===== src/fepcs_pkg.sv =====
// Shared constants, code-group table and carrier types for the line coding.
// Overview of operation
// - Invalid code-groups raise receive error during data valid.
// - Scrambler scrambles and serialises each code-group.
// - Serial scrambled bits become 125 MHz NRZI.
// - MLT-3 steps level on one, holds on zero.
// - Received MLT-3 levels convert back to NRZI bits.
// - Descrambler inverts scrambling and parallelises the stream.
// - Key synchronises on idles, then stays locked until an idle window expires.
// - No idle within 40 us aborts and resyncs, except in bypass.
// - Bypass input skips the descrambler entirely.
// - J/K delimiter sets the code-group boundary.
// - Boundary kept until the next start delimiter.
// - Start delimiter delivered as nibbles 0101 0101.
// - Start delimiter asserts receive data valid.
// - Each valid code-group decodes to one nibble.
// - T/R or two idles drop carrier and valid.
// - End delimiter and idles never reach the MAC.
package fepcs_pkg;

  localparam int CLK_MHZ        = 125;
  localparam int IDLE_WINDOW_US = 40;
  localparam int IDLE_WINDOW_CYC = IDLE_WINDOW_US * CLK_MHZ;
  localparam int WIN_W          = 13;

  localparam int GROUP_BITS     = 5;
  localparam logic [2:0] LAST_PHASE = 3'h4;
  localparam logic [2:0] CLK_HIGH_PHASES = 3'h2;

  localparam int KEY_W          = 11;
  localparam int KEY_TAP_A      = 10;
  localparam int KEY_TAP_B      = 8;
  localparam logic [10:0] KEY_SEED = 11'h7FF;
  localparam logic [5:0] LOCK_MATCHES = 6'h20;
  localparam logic [3:0] IDLE_RUN_BITS = 4'hA;

  localparam logic [4:0] CG_IDLE = 5'h1F;
  localparam logic [4:0] CG_J    = 5'h18;
  localparam logic [4:0] CG_K    = 5'h11;
  localparam logic [4:0] CG_T    = 5'h0D;
  localparam logic [4:0] CG_R    = 5'h07;
  localparam logic [4:0] CG_INV3 = 5'h03;
  localparam logic [4:0] CG_INV5 = 5'h05;
  localparam logic [4:0] CG_INV8 = 5'h08;
  localparam logic [4:0] CG_INVC = 5'h0C;
  localparam logic [4:0] CG_INV10 = 5'h10;
  localparam logic [3:0] SSD_NIBBLE = 4'h5;

  typedef struct packed {
    logic pos;
    logic neg;
  } fepcs_mlt_t;

  typedef struct packed {
    logic       dv;
    logic       er;
    logic       crs;
    logic [3:0] nibble;
  } fepcs_mii_rx_t;

  typedef struct packed {
    logic       ok;
    logic [3:0] nibble;
  } fepcs_dec_t;

  typedef enum logic [2:0] {
    ST_HUNT   = 3'h1,
    ST_SECOND = 3'h2,
    ST_DATA   = 3'h4
  } fepcs_rxst_t;

  // Data code-group to nibble; control and invalid groups report not ok.
  function automatic fepcs_dec_t fepcs_decode(input logic [4:0] cg);
    fepcs_dec_t d;
    d = '{ok: 1'b1, nibble: 4'h0};
    case (cg)
      5'h1E: d.nibble = 4'h0;
      5'h09: d.nibble = 4'h1;
      5'h14: d.nibble = 4'h2;
      5'h15: d.nibble = 4'h3;
      5'h0A: d.nibble = 4'h4;
      5'h0B: d.nibble = 4'h5;
      5'h0E: d.nibble = 4'h6;
      5'h0F: d.nibble = 4'h7;
      5'h12: d.nibble = 4'h8;
      5'h13: d.nibble = 4'h9;
      5'h16: d.nibble = 4'hA;
      5'h17: d.nibble = 4'hB;
      5'h1A: d.nibble = 4'hC;
      5'h1B: d.nibble = 4'hD;
      5'h1C: d.nibble = 4'hE;
      5'h1D: d.nibble = 4'hF;
      default: d.ok = 1'b0;
    endcase
    return d;
  endfunction

endpackage


===== src/fepcs_line_coding.sv =====
// Transmit scrambling and MLT-3 encoding, receive decoding toward the MII.
`timescale 1ns/1ns
`default_nettype none
module fepcs_line_coding #(
  parameter int IDLE_WINDOW = fepcs_pkg::IDLE_WINDOW_CYC
) (
  input  wire logic                     core_clk,     // 125 MHz bit clock
  input  wire logic                     sys_rst,      // Sync reset, high
  input  wire logic [4:0]               txCodeGroup,  // Next code-group
  output logic                          txGroupTake,  // Group taken now
  output fepcs_pkg::fepcs_mlt_t         txMlt,        // Line level out
  input  wire fepcs_pkg::fepcs_mlt_t    rxMlt,        // Recovered level
  input  wire logic                     descrBypass,  // Skip descrambler
  output fepcs_pkg::fepcs_mii_rx_t      rxMii,        // Nibble toward MAC
  output logic                          rxNibbleClk,  // 25 MHz receive clock
  output logic                          rxLocked      // Key is locked
);

  typedef struct packed {
    logic [2:0]              txPhase;
    logic [4:0]              txShift;
    logic [10:0]             txKey;
    logic                    txNrzi;
    fepcs_pkg::fepcs_mlt_t   txLevel;
    logic                    txLastPos;
    fepcs_pkg::fepcs_mlt_t   rxPrev;
    logic [10:0]             rxKey;
    logic                    locked;
    logic [5:0]              matchCnt;
    logic [3:0]              onesRun;
    logic [12:0]             winCnt;
    logic [9:0]              rxShift;
    logic [2:0]              rxPhase;
    logic [4:0]              hold;
    fepcs_pkg::fepcs_rxst_t  st;
    fepcs_pkg::fepcs_mii_rx_t mii;
  } fepcs_state_t;

  fepcs_state_t s_r;
  fepcs_state_t s_nxt;

  function automatic logic keyBit(input logic [10:0] k);
    return k[fepcs_pkg::KEY_TAP_A] ^ k[fepcs_pkg::KEY_TAP_B];
  endfunction

  function automatic fepcs_pkg::fepcs_mlt_t zeroLevel();
    return '{pos: 1'b0, neg: 1'b0};
  endfunction

  logic                   txBit;
  logic                   txScr;
  logic                   rxCodeBit;
  logic                   rxPlain;
  logic [9:0]             shiftNow;
  logic [4:0]             groupNow;
  fepcs_pkg::fepcs_dec_t  holdDec;
  logic                   boundary;
  logic                   ssdSeen;
  logic                   idleEnd;
  logic                   badGroup;

  assign txGroupTake = (s_r.txPhase == fepcs_pkg::LAST_PHASE);
  assign txMlt       = s_r.txLevel;
  assign rxMii       = s_r.mii;
  assign rxLocked    = s_r.locked;
  assign rxNibbleClk = (s_r.rxPhase < fepcs_pkg::CLK_HIGH_PHASES);

  always_comb begin
    s_nxt = s_r;

    // Transmit: one code bit per clock, five per group.
    txBit = s_r.txShift[fepcs_pkg::GROUP_BITS - 1];
    txScr = txBit ^ keyBit(s_r.txKey);
    s_nxt.txKey = {s_r.txKey[9:0], keyBit(s_r.txKey)};
    if (txGroupTake) begin
      s_nxt.txPhase = 3'h0;
      s_nxt.txShift = txCodeGroup;
    end else begin
      s_nxt.txPhase = s_r.txPhase + 3'h1;
      s_nxt.txShift = {s_r.txShift[3:0], 1'b0};
    end
    s_nxt.txNrzi = s_r.txNrzi ^ txScr;
    // A transition in NRZI moves MLT-3 one step around 0,+,0,-.
    if (s_nxt.txNrzi != s_r.txNrzi) begin
      if (s_r.txLevel.pos || s_r.txLevel.neg) begin
        s_nxt.txLevel   = zeroLevel();
        s_nxt.txLastPos = s_r.txLevel.pos;
      end else begin
        s_nxt.txLevel = '{pos: ~s_r.txLastPos, neg: s_r.txLastPos};
      end
    end

    // Receive: a level change is a code bit of one.
    s_nxt.rxPrev = rxMlt;
    rxCodeBit = (rxMlt != s_r.rxPrev);

    // Idle plaintext is all ones, so the key bit is the inverted line bit.
    if (descrBypass) begin
      rxPlain = rxCodeBit;
      s_nxt.locked   = 1'b1;
      s_nxt.matchCnt = 6'h0;
    end else if (s_r.locked) begin
      rxPlain = rxCodeBit ^ keyBit(s_r.rxKey);
      s_nxt.rxKey = {s_r.rxKey[9:0], keyBit(s_r.rxKey)};
    end else begin
      rxPlain = 1'b0;
      s_nxt.rxKey = {s_r.rxKey[9:0], ~rxCodeBit};
      if (keyBit(s_r.rxKey) == ~rxCodeBit) begin
        s_nxt.matchCnt = s_r.matchCnt + 6'h1;
      end else begin
        s_nxt.matchCnt = 6'h0;
      end
      if (s_r.matchCnt == fepcs_pkg::LOCK_MATCHES) begin
        s_nxt.locked   = 1'b1;
        s_nxt.matchCnt = 6'h0;
      end
    end

    // Ten plain ones in a row are two idle code-groups.
    if (!s_r.locked) begin
      s_nxt.onesRun = 4'h0;
    end else if (!rxPlain) begin
      s_nxt.onesRun = 4'h0;
    end else if (s_r.onesRun != fepcs_pkg::IDLE_RUN_BITS) begin
      s_nxt.onesRun = s_r.onesRun + 4'h1;
    end
    idleEnd = s_r.locked && rxPlain &&
              (s_r.onesRun == fepcs_pkg::IDLE_RUN_BITS - 4'h1);

    shiftNow = {s_r.rxShift[8:0], rxPlain};
    s_nxt.rxShift = shiftNow;
    groupNow = shiftNow[4:0];
    holdDec  = fepcs_pkg::fepcs_decode(s_r.hold);
    boundary = (s_r.rxPhase == fepcs_pkg::LAST_PHASE);
    ssdSeen  = s_r.locked &&
               (shiftNow == {fepcs_pkg::CG_J, fepcs_pkg::CG_K});
    badGroup = (s_r.hold == fepcs_pkg::CG_INV3) ||
               (s_r.hold == fepcs_pkg::CG_INV5) ||
               (s_r.hold == fepcs_pkg::CG_INV8) ||
               (s_r.hold == fepcs_pkg::CG_INVC) ||
               (s_r.hold == fepcs_pkg::CG_INV10) || !holdDec.ok;

    s_nxt.rxPhase = boundary ? 3'h0 : s_r.rxPhase + 3'h1;

    // Missing idles for a whole window abort the frame and the lock.
    // A continuing idle run keeps restarting the window, not only its start.
    if (!s_r.locked || descrBypass || idleEnd ||
        s_r.onesRun == fepcs_pkg::IDLE_RUN_BITS) begin
      s_nxt.winCnt = 13'h0;
    end else if (s_r.winCnt ==
                 fepcs_pkg::WIN_W'(IDLE_WINDOW - 1)) begin
      s_nxt.winCnt   = 13'h0;
      s_nxt.locked   = 1'b0;
      s_nxt.matchCnt = 6'h0;
      s_nxt.st       = fepcs_pkg::ST_HUNT;
      s_nxt.mii.dv   = 1'b0;
      s_nxt.mii.crs  = 1'b0;
      s_nxt.mii.er   = 1'b0;
    end else begin
      s_nxt.winCnt = s_r.winCnt + 13'h1;
    end

    if (ssdSeen) begin
      // New boundary; the J nibble goes out at once, K follows.
      s_nxt.rxPhase    = 3'h0;
      s_nxt.st         = fepcs_pkg::ST_SECOND;
      s_nxt.mii.dv     = 1'b1;
      s_nxt.mii.crs    = 1'b1;
      s_nxt.mii.er     = 1'b0;
      s_nxt.mii.nibble = fepcs_pkg::SSD_NIBBLE;
    end else if (boundary && s_r.locked) begin
      unique case (s_r.st)
        fepcs_pkg::ST_HUNT: begin
          s_nxt.mii.dv  = 1'b0;
          s_nxt.mii.crs = 1'b0;
          s_nxt.mii.er  = 1'b0;
        end
        fepcs_pkg::ST_SECOND: begin
          s_nxt.mii.nibble = fepcs_pkg::SSD_NIBBLE;
          s_nxt.hold       = groupNow;
          s_nxt.st         = fepcs_pkg::ST_DATA;
        end
        fepcs_pkg::ST_DATA: begin
          // One group of delay lets T/R and idles end the frame unseen.
          s_nxt.hold = groupNow;
          if ((s_r.hold == fepcs_pkg::CG_T && groupNow == fepcs_pkg::CG_R) ||
              (s_r.hold == fepcs_pkg::CG_IDLE &&
               groupNow == fepcs_pkg::CG_IDLE)) begin
            s_nxt.st      = fepcs_pkg::ST_HUNT;
            s_nxt.mii.dv  = 1'b0;
            s_nxt.mii.crs = 1'b0;
            s_nxt.mii.er  = 1'b0;
          end else begin
            s_nxt.mii.nibble = holdDec.nibble;
            s_nxt.mii.er     = badGroup;
          end
        end
        default: begin
          s_nxt.st = fepcs_pkg::ST_HUNT;
        end
      endcase
    end else if (idleEnd && s_r.st != fepcs_pkg::ST_HUNT) begin
      s_nxt.st      = fepcs_pkg::ST_HUNT;
      s_nxt.mii.dv  = 1'b0;
      s_nxt.mii.crs = 1'b0;
      s_nxt.mii.er  = 1'b0;
    end
  end

  always_ff @(posedge core_clk) begin
    if (sys_rst) begin
      s_r           <= '0;
      s_r.txKey     <= fepcs_pkg::KEY_SEED;
      s_r.rxKey     <= fepcs_pkg::KEY_SEED;
      s_r.st        <= fepcs_pkg::ST_HUNT;
    end else begin
      s_r <= s_nxt;
    end
  end

endmodule
`default_nettype wire


===== config.mk =====
export PLATFORM = sky130hd
export DESIGN_NAME = fepcs_line_coding
export DESIGN_NICKNAME = d
export VERILOG_FILES = /design/src/fepcs_pkg.sv /design/src/fepcs_line_coding.sv
export SDC_FILE = /design/constraint.sdc
export NUM_CORES = 1
export LEC_CHECK = 0
export BUFFER_PORTS_ARGS = -buffer_cell sky130_fd_sc_hd__buf_2
export CAP_MARGIN = 5
export CORE_MARGIN = 2
export CORE_UTILIZATION = 60
export CTS_CLUSTER_SIZE = 14
export DETAILED_ROUTE_END_ITERATION = 10
export GPL_TIMING_DRIVEN = 0
export PLACE_DENSITY = 0.78
export SYNTH_ARGS = -nofsm -noshare
export SYNTH_HDL_FRONTEND = slang
export SYNTH_SLANG_ARGS = --single-unit

===== constraint.sdc =====
create_clock -name core_clk -period 2.37 [get_ports core_clk]
set_input_delay 0 -clock core_clk [delete_from_list [all_inputs] [get_ports core_clk]]
set_output_delay 0 -clock core_clk [all_outputs]
set_load 0.02 [all_outputs]

==> metrics.cfg, run 1 <==
[floorplan]
die_area_mm2=0.00697
io_pins=22
start_util_pct=62.9
fp-row-count=28
die_h_um=83.5
core_mm2=0.00603
die_width_um=83.5

[grt]
antenna_found_initial=0
grt_max_degree=16
overflow=0
busiest_layer=met2
grt_pass1_vias=2799
grt_usage_pct=21.5
grt_pass1_wl_mm=12.4
grtUsageMet1_pct=28.6
grt_use_met2_pct=34.1
grt_use_met3_pct=3.96

[yosys]
synth-async-reset-ratio_pct=0
synth_top_area_share_pct=45.4
yosysSeqAreaShare_pct=45.4
synth_edf_count=0
syn_area_mm2=0.00379
synth.avg_cell_area_um2=8.92
synth_flop_cell=dfxtp_1
syn-num-nets=445
synth_cells=425
synth_top_area_cell=dfxtp_1
ys_seq_elements=86
synthDistinctLibCells=49
synth.top_cells.by_area=dfxtp_1, nor2b_1, nor2_1
synth_warnings=0

[worst_setup_path]
cp.buffers_inverters=1
arrival_ns=2.59
cp_cell_sequence=or4b_4 -> or4_4 -> nor4_4 -> nor3b_4 -> buf_6 -> o221a_2 -> a211o_1
required_ns=2.67
rrSetupSlack_ns=0.08
worst-path-max-fanout=5
r2r-end=s_r[7]
slowest_stage=or4b_4
timing.rr.start=s_r[34]
reg2reg_depth=7
critPathKind=flip-flop to flip-flop
max_stage_delay_ns=0.53
cp-end-kind=flip-flop
setup.worst_path.start_class=flip-flop
crit_family=simple AND/OR/NAND/NOR gates

[clocking]
htreeDepth=3
cts_root_buf=clkbuf_8
cts_made_buffers=9
clkLatencyLatePin_ns=0.35
cts_buffer_depth=2
tritoncts=built
clock-sinks=86
clkTransAtPathRegs_ns=0.08

[timing]
whs_ns=0.140
fmax_ghz=0.437
drv_slew=0
fin_worst_skew_ns=0.0113
hold_viol=0
setup_viol=0
period_needed_ns=2.29
slew_headroom_pct=39.4
finalCritPeriodShare_pct=96.6
max_slew.worst_pin.slew_ns=0.907
rsz0062_at_grt=true

[drt]
drt_iter0_drc=181
firstDrtPassIters=4
drc=0
vias=3029
drt_wl_total_mm=7.20
viasPerCell=5.55
ant_nets=0
wl_per_cell_um=13.2

[hold_path]
min-delay-start=descrBypass
hold_end=s_r[53]
hp-class=input pin to flip-flop
whs_path_depth=3

[cells_and_area]
area_growth_pct=14.5
layout.nets=486
drive_gt1_share_pct=17.2
fin_util_pct=72.1
insertedDiodeCount=0
fillers=490

[placement]
dp_hpwl_mm=4.94
gp_congestion=0.763
port_buffers=20

[run]
maxCapViolations=0

[status]
outcome=complete, no violations

[power_and_ir_drop]
p_per_area_mw_per_mm2=644
leakagePower_uw=0.00163
peakVddDrop_uv=491

through the flow:
step                      total power, uW  cell area (um2)  instances  setup TNS, ns  setup slack, ns
after floorplan                      1680             3790        425              0            0.182
after global placement               1720             3990        520         -0.251          -0.0499
after detailed placement             1730             3990        520         -0.487          -0.0941
after CTS                            2810             4310        545              0          0.00183
after global routing                 2900             4340        546        -0.0555          -0.0266
final                                2800             4340        546              0           0.0807
power breakdown:
group / leakage (uW) / switching, uW / internal (uW) / total (uW)
logic: 0.000827 / 120 / 85.0 / 205
clock network: 0.000107 / 532 / 554 / 1090
registers: 0.000701 / 26.8 / 1480 / 1510
synthesized netlist by cell type, drive strengths merged (6+ instances only):
| cell | instances |
|---|---|
| or2 | 13 |
| nor3b | 6 |
| xor2 | 11 |
| nor2 | 45 |
| nand3 | 14 |
| clkbuf | 12 |
| ha | 10 |
| buf | 14 |
| and3 | 7 |
| xnor2 | 15 |
| nor3 | 10 |
| nor2b | 28 |
| a21oi | 17 |
| nand2 | 34 |
| a211o | 13 |
| inv | 19 |
| o21ai | 8 |
| dfxtp | 86 |
registers in the layout, indices dropped and copies added, names as in the netlist:
register,cells
rxMii,7
s_nxt,15
groupNow,4
txMlt,2
rxLocked,1
s_r,57
layout by cell type (no fill, tap or decap), types with 7 or more instances in the layout:
cell,netlist,routed
nor2_1,45,45
buf_4,9,10
nand2_1,34,34
buf_2,2,22
dfxtp_1,86,83
dlygate4sd3_1,0,8
xor2_1,11,11
clkbuf_8,0,11
a211o_1,13,13
a21oi_1,17,17
nor2b_1,28,28
xnor2_1,15,15
and3_1,7,7
ha_1,10,10
or2_2,13,13
clkbuf_1,12,11
nor3_1,10,9
inv_1,19,19
o21ai_0,8,8
nand3_1,14,14
layout make-up:
| type | instances | area [um2] | share of cell area (%) |
|---|---|---|---|
| Clock buffer | 11 | 151 | 3.49 |
| Buffer | 26 | 135 | 3.11 |
| Inverter | 19 | 71.3 | 1.64 |
| Clock inverter | 5 | 63.8 | 1.47 |
| Sequential cell | 86 | 1730 | 39.7 |
| Timing Repair Buffer | 30 | 199 | 4.58 |
| Tap cell | 75 | 93.8 | 2.16 |
| Multi-Input combinational cell | 294 | 1900 | 43.8 |
cell families after synthesis:
group / synth area share (%)
AND/OR/NAND/NOR: 26.2
flip-flops: 45.4
AO/OA/AOI/OAI: 12.1
buffers and inverters: 5.41
XOR/XNOR: 6.00
adder cells (fa/ha/maj): 3.30
multiplexers: 1.62
what timing repair did:
item	4_1_cts	5_1_grt
pin swaps	0	1
endpoints found under the setup margin	7	27
endpoints found under the hold margin	8	0
hold buffers	8	0
gates resized for setup	4	8
setup buffers	1	1
worst max-delay path by stage:
stage | from | endpoint | slack, ns | cells past startpoint
2_1_floorplan | s_r[34] | s_r[45] | 0.18 | 6
3_3_place_gp | s_r[34] | s_r[46] | -0.05 | 6
3_5_place_dp | s_r[35] | s_r[46] | -0.09 | 6
4_1_cts | s_r[34] | s_r[7] | 0.002 | 7
5_1_grt | s_r[34] | s_r[7] | -0.03 | 7
6_report | s_r[34] | s_r[7] | 0.08 | 7
metal layers:
layer | share of wire (%) | vias to the layer above
met5 | 0 | -
met4 | 2.4 | 0
met3 | 3.2 | 14
met2 | 47 | 55
met1 | 48 | 1423
li1 | - | 1537
tightest hold or removal path: stages:
cell	delay, ns
clkbuf_1	0.20
nor2b_1	0.16
a211o_1	0.10
No activity file was read; power rests on OpenSTA's default activity.
==> run 2, diff against run 1 <==
--- a/config.mk
+++ b/config.mk
@@ -5,6 +5,7 @@
 export SDC_FILE = /design/constraint.sdc
 export NUM_CORES = 1
 export LEC_CHECK = 0
+export ABC_AREA = 1
 export BUFFER_PORTS_ARGS = -buffer_cell sky130_fd_sc_hd__buf_2
 export CAP_MARGIN = 5
 export CORE_MARGIN = 2
==> run 2 against run 1 <==
Against the previous run: area after synthesis is 1.4% higher; design area is 0.43% higher; total power up 2.4%; die area increased by 1.3%; critical path type unchanged; largest power group unchanged; sequential share of layout area shrank 0.26 points; register-to-register slack better by 0.57 ns; fmax is 34% higher; largest cell class unchanged; clock-buffer cell count is 2 lower; critical path depth increased by 1.
==> metrics.cfg, run 2 <==
[status]
outcome=complete, no violations

[timing]
hold_viol=0  ; unchanged
max_slew.worst_pin.slew_ns=0.461  ; -0.447 ns
tns_ns=0  ; unchanged
fmax_ghz=0.583  ; +34%
period_needed_ns=1.71  ; -0.575 ns
setup_viol=0  ; unchanged
finalCritPeriodShare_pct=72.3  ; -24 points
fin_worst_skew_ns=0.00795  ; -0.00334 ns
drv_slew=0  ; unchanged
slew_headroom_pct=69.3  ; +30 points
rsz0062_at_grt=false

[clocking]
cts_root_buf=clkbuf_8
postCtsSetupBuffers=0  ; -1
clkLatencyLatePin_ns=0.36  ; about the same
cts_made_buffers=9  ; unchanged
tritoncts=built
clkTransAtPathRegs_ns=0.09  ; about the same
clock-sinks=86  ; unchanged
cts_buffer_depth=2  ; unchanged
htreeDepth=3  ; unchanged

[power_and_ir_drop]
peakVddDrop_uv=503  ; +2.3%
leakagePower_uw=0.00181  ; +10%
p_per_area_mw_per_mm2=657  ; +2.0%

[cells_and_area]
final_cell_mix=dfxtp_1, nand2_1, nor2_1, inv_1, nand3_1
drive_gt1_share_pct=21.1  ; +3.9 points
insertedDiodeCount=0  ; unchanged
largest_register_ffs=57  ; unchanged
top_register=s_r
layout_commonest_cell=dfxtp_1
area_growth_pct=13.5
layout.nets=547  ; +13%
fin_util_pct=69.5  ; -2.6 points

[floorplan]
die_width_um=84.0  ; +0.65%
start_util_pct=61.2  ; -1.7 points
io_pins=22  ; unchanged
die_area_mm2=0.00706  ; +1.3%
core_mm2=0.00628  ; +4.2%
fp-row-count=29  ; +3.6%
die_h_um=84.0  ; +0.65%

[yosys]
synth_top_area_share_pct=44.8  ; -0.61 points
ys_seq_elements=86  ; unchanged
synth_flop_cell=dfxtp_1
synth_warnings=0  ; unchanged
synth.most_common_cell=dfxtp_1
synth-async-reset-ratio_pct=0  ; unchanged
synthDistinctLibCells=44  ; -10%
synth_top_area_cell=dfxtp_1
synth_edf_count=0  ; unchanged
synth_common_cells=dfxtp_1, nand2_1, nor2_1
synth.avg_cell_area_um2=7.91  ; -11%
synth_cells=486  ; +14%
yosysSeqAreaShare_pct=44.8  ; -0.61 points
syn_area_mm2=0.00384  ; +1.4%
synth.top_cells.by_area=dfxtp_1, nand2_1, nor2_1
syn-num-nets=506  ; +14%

[grt]
grt_usage_pct=21.4  ; -0.030 points
overflow=0  ; unchanged
grt_pass1_wl_mm=12.4  ; +0.44%
grt_pass1_vias=2907  ; +3.9%
grt_max_degree=17  ; +1
antenna_found_initial=0  ; unchanged

[run]
maxCapViolations=0  ; unchanged

[drt]
drt_wl_total_mm=6.84  ; -5.0%
wl_per_cell_um=11.2  ; -15%
vias=3119  ; +3.0%
firstDrtPassIters=5  ; +1
drt_iter0_drc=179  ; -1.1%
drc=0  ; unchanged
ant_nets=0  ; unchanged
viasPerCell=5.12  ; -7.7%

[worst_setup_path]
arrival_ns=1.97  ; -0.62 ns
cp-end-kind=flip-flop
required_ns=2.62  ; -0.05 ns
critPathKind=flip-flop to flip-flop
worst-path-max-fanout=7  ; +2
setup.worst_path.start_class=flip-flop

[placement]
port_buffers=21  ; +5.0%
dp_hpwl_mm=5.03  ; +1.7%
gp_congestion=0.887  ; +16%

[hold_path]
hp-class=input pin to flip-flop

[run 2: routing by layer]
metal  routed length [um]  track usage, %  vias to the layer above
met3                  367            3.96                       18
met2                 3270            34.1                       90
met5                    0               0                        -
li1                     -               -                     1624
met1                 3050            27.9                     1387
met4                  148            10.7                        0
[run 2: kinds of logic after synthesis]
kind of cell | after synthesis | share of synthesized area [%]
simple gates | 241 | 31.3
flops | 86 | 44.8
buf+inv | 82 | 9.34
compound gates | 54 | 8.27
xor+xnor | 12 | 2.73
fa+ha+maj | 10 | 3.26
mux | 1 | 0.260
[run 2: cell type report]
type	count	area, um2
plain buffers	20	126
clock buffers	9	124
clock inverters	7	104
fillers	499	1910
inverters	62	233
multi-input cells	318	1760
flip-flops and latches	86	1720
well taps	77	96.3
repair buffers	30	195
[run 2: what timing repair did]
item | in CTS | in global routing
hold endpoints to repair | 9 | 0
hold buffers | 9 | 0
resized for setup | 0 | 0
[run 2: final timing paths]
path                                start          end  slack (ns)  cells after the start
worst max-delay path              s_r[28]     rxMii[4]        0.66                      8
worst min-delay path              sys_rst  groupNow[1]        0.41                      3
worst max register to register    s_r[28]     rxMii[4]        0.66                      8
worst min register to register  s_nxt[75]    s_nxt[76]        0.42                      1
[run 2: where the power goes]
part           switching, uW  total (uW)  internal, uW
logic                    124         202          77.6
registers               25.5        1510          1480
clock network            546        1150           608
total                    696        2870          2170
[run 2: through the flow]
| stage | total power [uW] | hold slack [ns] | setup slack (ns) | std cells | instance area [um2] |
|---|---|---|---|---|---|
| 2_1_floorplan | 1680 | 0.0810 | 0.798 | 486 | 3840 |
| 3_3_place_gp | 1730 | 0.229 | 0.702 | 584 | 4050 |
| 3_5_place_dp | 1740 | 0.240 | 0.666 | 584 | 4050 |
| 4_1_cts | 2890 | 0.403 | 0.644 | 609 | 4360 |
| 5_1_grt | 2990 | 0.425 | 0.452 | 609 | 4360 |
| 6_report | 2870 | 0.407 | 0.656 | 609 | 4360 |
[run 2: critical path, cell delays in order (launching register included)]
cell     delay (ns)
dfxtp_1        0.39
ha_1           0.20
nand4_1        0.13
nor3_2         0.26
nand3_2        0.23
nand2_1        0.19
nor2_1         0.09
nand3_1        0.08
nand2_1        0.05
==> run 3, diff against run 2 <==
==> constraint.sdc (replaced) <==
create_clock -name core_clk -period 1.58 [get_ports core_clk]
set_input_delay 0 -clock core_clk [delete_from_list [all_inputs] [get_ports core_clk]]
set_output_delay 0 -clock core_clk [all_outputs]
set_load 0.02 [all_outputs]
==> run 3 against run 2 <==
Against the previous run: highest routed layer unchanged; clock power increased by 51%; design area increased by 13%; combinational power increased by 82%; critical path depth increased by 1; the run now ends with negative setup slack left; via count increased by 10%; clock skew decreased by 0.0028 ns; largest power group unchanged; setup slack got worse by 0.84 ns; routed wire length increased by 27%.
==> metrics.cfg, run 3 (synthesis gave the netlist of run 2 again) <==
[status]
outcome=finished with violations
violations=negative setup slack

[grt]
grt_pass1_wl_mm=13.0  ; +4.2%
grt_usage_pct=22.3  ; +0.88 points
grt_max_degree=17  ; unchanged
grt_pass1_vias=3005  ; +3.4%
antenna_found_initial=0  ; unchanged
overflow=0  ; unchanged

[drt]
ant_nets=0  ; unchanged
viasPerCell=5.35  ; +4.4%
drt_wl_total_mm=8.68  ; +27%
drt_iter0_drc=234  ; +31%
firstDrtPassIters=5  ; unchanged
vias=3433  ; +10%
drc=0  ; unchanged
wl_per_cell_um=13.5  ; +20%

[cells_and_area]
layout_commonest_cell=nand2_1
layout.nets=580  ; +6.0%
top_register=s_r
final_cell_mix=nand2_1, dfxtp_1, nor2_1, inv_1, buf_4
area_growth_pct=27.7
final_cell_count_no_fill=642  ; +5.4%
largest_register_ffs=57  ; unchanged
drive_gt1_share_pct=33.5  ; +12 points
insertedDiodeCount=0  ; unchanged
fin_util_pct=78.2  ; +8.7 points

[worst_setup_path]
cp_cell_sequence=ha_4 -> buf_6 -> nand4_1 -> nor3_4 -> buf_4 -> nor2_4 -> nand2_4 -> clkbuf_16 -> nor2_1
crit_family=simple AND/OR/NAND/NOR gates
setup.worst_path.start_class=flip-flop
critPathKind=flip-flop to flip-flop
cp.buffers_inverters=3  ; +3
max_stage_delay_ns=0.37  ; -0.02 ns
cp-end-kind=flip-flop
arrival_ns=2.02  ; +0.05 ns
worst-path-max-fanout=5  ; -2
slowest_stage=dfxtp_2
required_ns=1.83  ; -0.79 ns

[timing]
fmax_ghz=0.566  ; -3.0%
period_needed_ns=1.77  ; +0.0524 ns
drv_slew=0  ; unchanged
setup_ws_ns=-0.187  ; -0.842 ns
max_slew.worst_pin.slew_ns=0.536  ; +0.0758 ns
finalCritPeriodShare_pct=112  ; +39 points
rsz0062_at_grt=true
setup_viol=27  ; +27
slew_headroom_pct=64.2  ; -5.1 points
fin_worst_skew_ns=0.00520  ; -0.00275 ns
tns_ns=-3.41  ; -3.41 ns
hold_viol=0  ; unchanged

[power_and_ir_drop]
p_per_area_mw_per_mm2=893  ; +36%
peakVddDrop_uv=744  ; +48%
leakagePower_uw=0.00208  ; +15%
power_uw=4380  ; +53%

[clocking]
cts_root_buf=clkbuf_8
cts_made_buffers=9  ; unchanged
htreeDepth=3  ; unchanged
clkTransAtPathRegs_ns=0.08  ; about the same
cts_buffer_depth=2  ; unchanged
tritoncts=built
clkLatencyLatePin_ns=0.36  ; about the same
clock-sinks=86  ; unchanged

[hold_path]
hp-class=input pin to flip-flop

[floorplan]
core_mm2=0.00628  ; unchanged
die_h_um=84.0  ; unchanged
start_util_pct=61.2  ; unchanged
fp-row-count=29  ; unchanged
io_pins=22  ; unchanged
die_area_mm2=0.00706  ; unchanged
die_width_um=84.0  ; unchanged

[run]
maxCapViolations=0  ; unchanged

[placement]
port_buffers=21  ; unchanged
dp_hpwl_mm=5.03  ; unchanged
dp_cells=584  ; unchanged
gp_congestion=0.887  ; unchanged

## run 3: final cells by class
type	count	area, um2
plain buffers	20	138
clock buffers	9	124
clock inverters	7	104
fillers	410	1370
inverters	62	238
multi-input cells	318	2000
flip-flops and latches	86	1740
well taps	77	96.3
repair buffers	63	472
## run 3: report_power, final
group	switching [uW]	internal, uW
logic	222	147
registers	41.7	2230
clock network	831	912
## run 3: what timing repair did
action / 4_1_cts / 5_1_grt
hold endpoints to repair: 9 / 0
gates cloned: 0 / 1
hold buffers: 9 / 0
endpoints found under the setup margin: 26 / 38
pin swaps: 7 / 26
gates resized for setup: 15 / 65
buffers inserted: 12 / 22
## run 3: per-stage QoR
| step | hold WS [ns] | area, um2 | worst slack, ns |
|---|---|---|---|
| 2_1_floorplan | 0.0810 | 3840 | 0.00831 |
| 3_3_place_gp | 0.229 | 4050 | -0.0876 |
| 3_5_place_dp | 0.240 | 4050 | -0.124 |
| 4_1_cts | 0.403 | 4510 | -0.0690 |
| 5_1_grt | 0.418 | 4910 | -0.238 |
| 6_report | 0.407 | 4910 | -0.187 |
## run 3: metal layers
metal	track usage, %	routed length (um)	share of wire, %
met4	10.6	276	3.2
met3	3.96	411	4.7
met1	29.2	3570	41
met5	0	0	0
met2	35.7	4420	51
## run 3: path summary, 6_finish.rpt
kind,from,to,slack (ns),depth (start not counted)
min,sys_rst,groupNow[1],0.41,3
max,s_r[28],s_r[36],-0.19,9
max reg2reg,s_r[28],s_r[36],-0.19,9
min reg2reg,s_nxt[75],s_nxt[76],0.42,1
## run 3: worst register-to-register path: stages (launching register included)
cell       delay, ns
dfxtp_2         0.37
ha_4            0.15
buf_6           0.09
nand4_1         0.17
nor3_4          0.34
buf_4           0.18
nor2_4          0.04
nand2_4         0.09
clkbuf_16       0.17
nor2_1          0.05
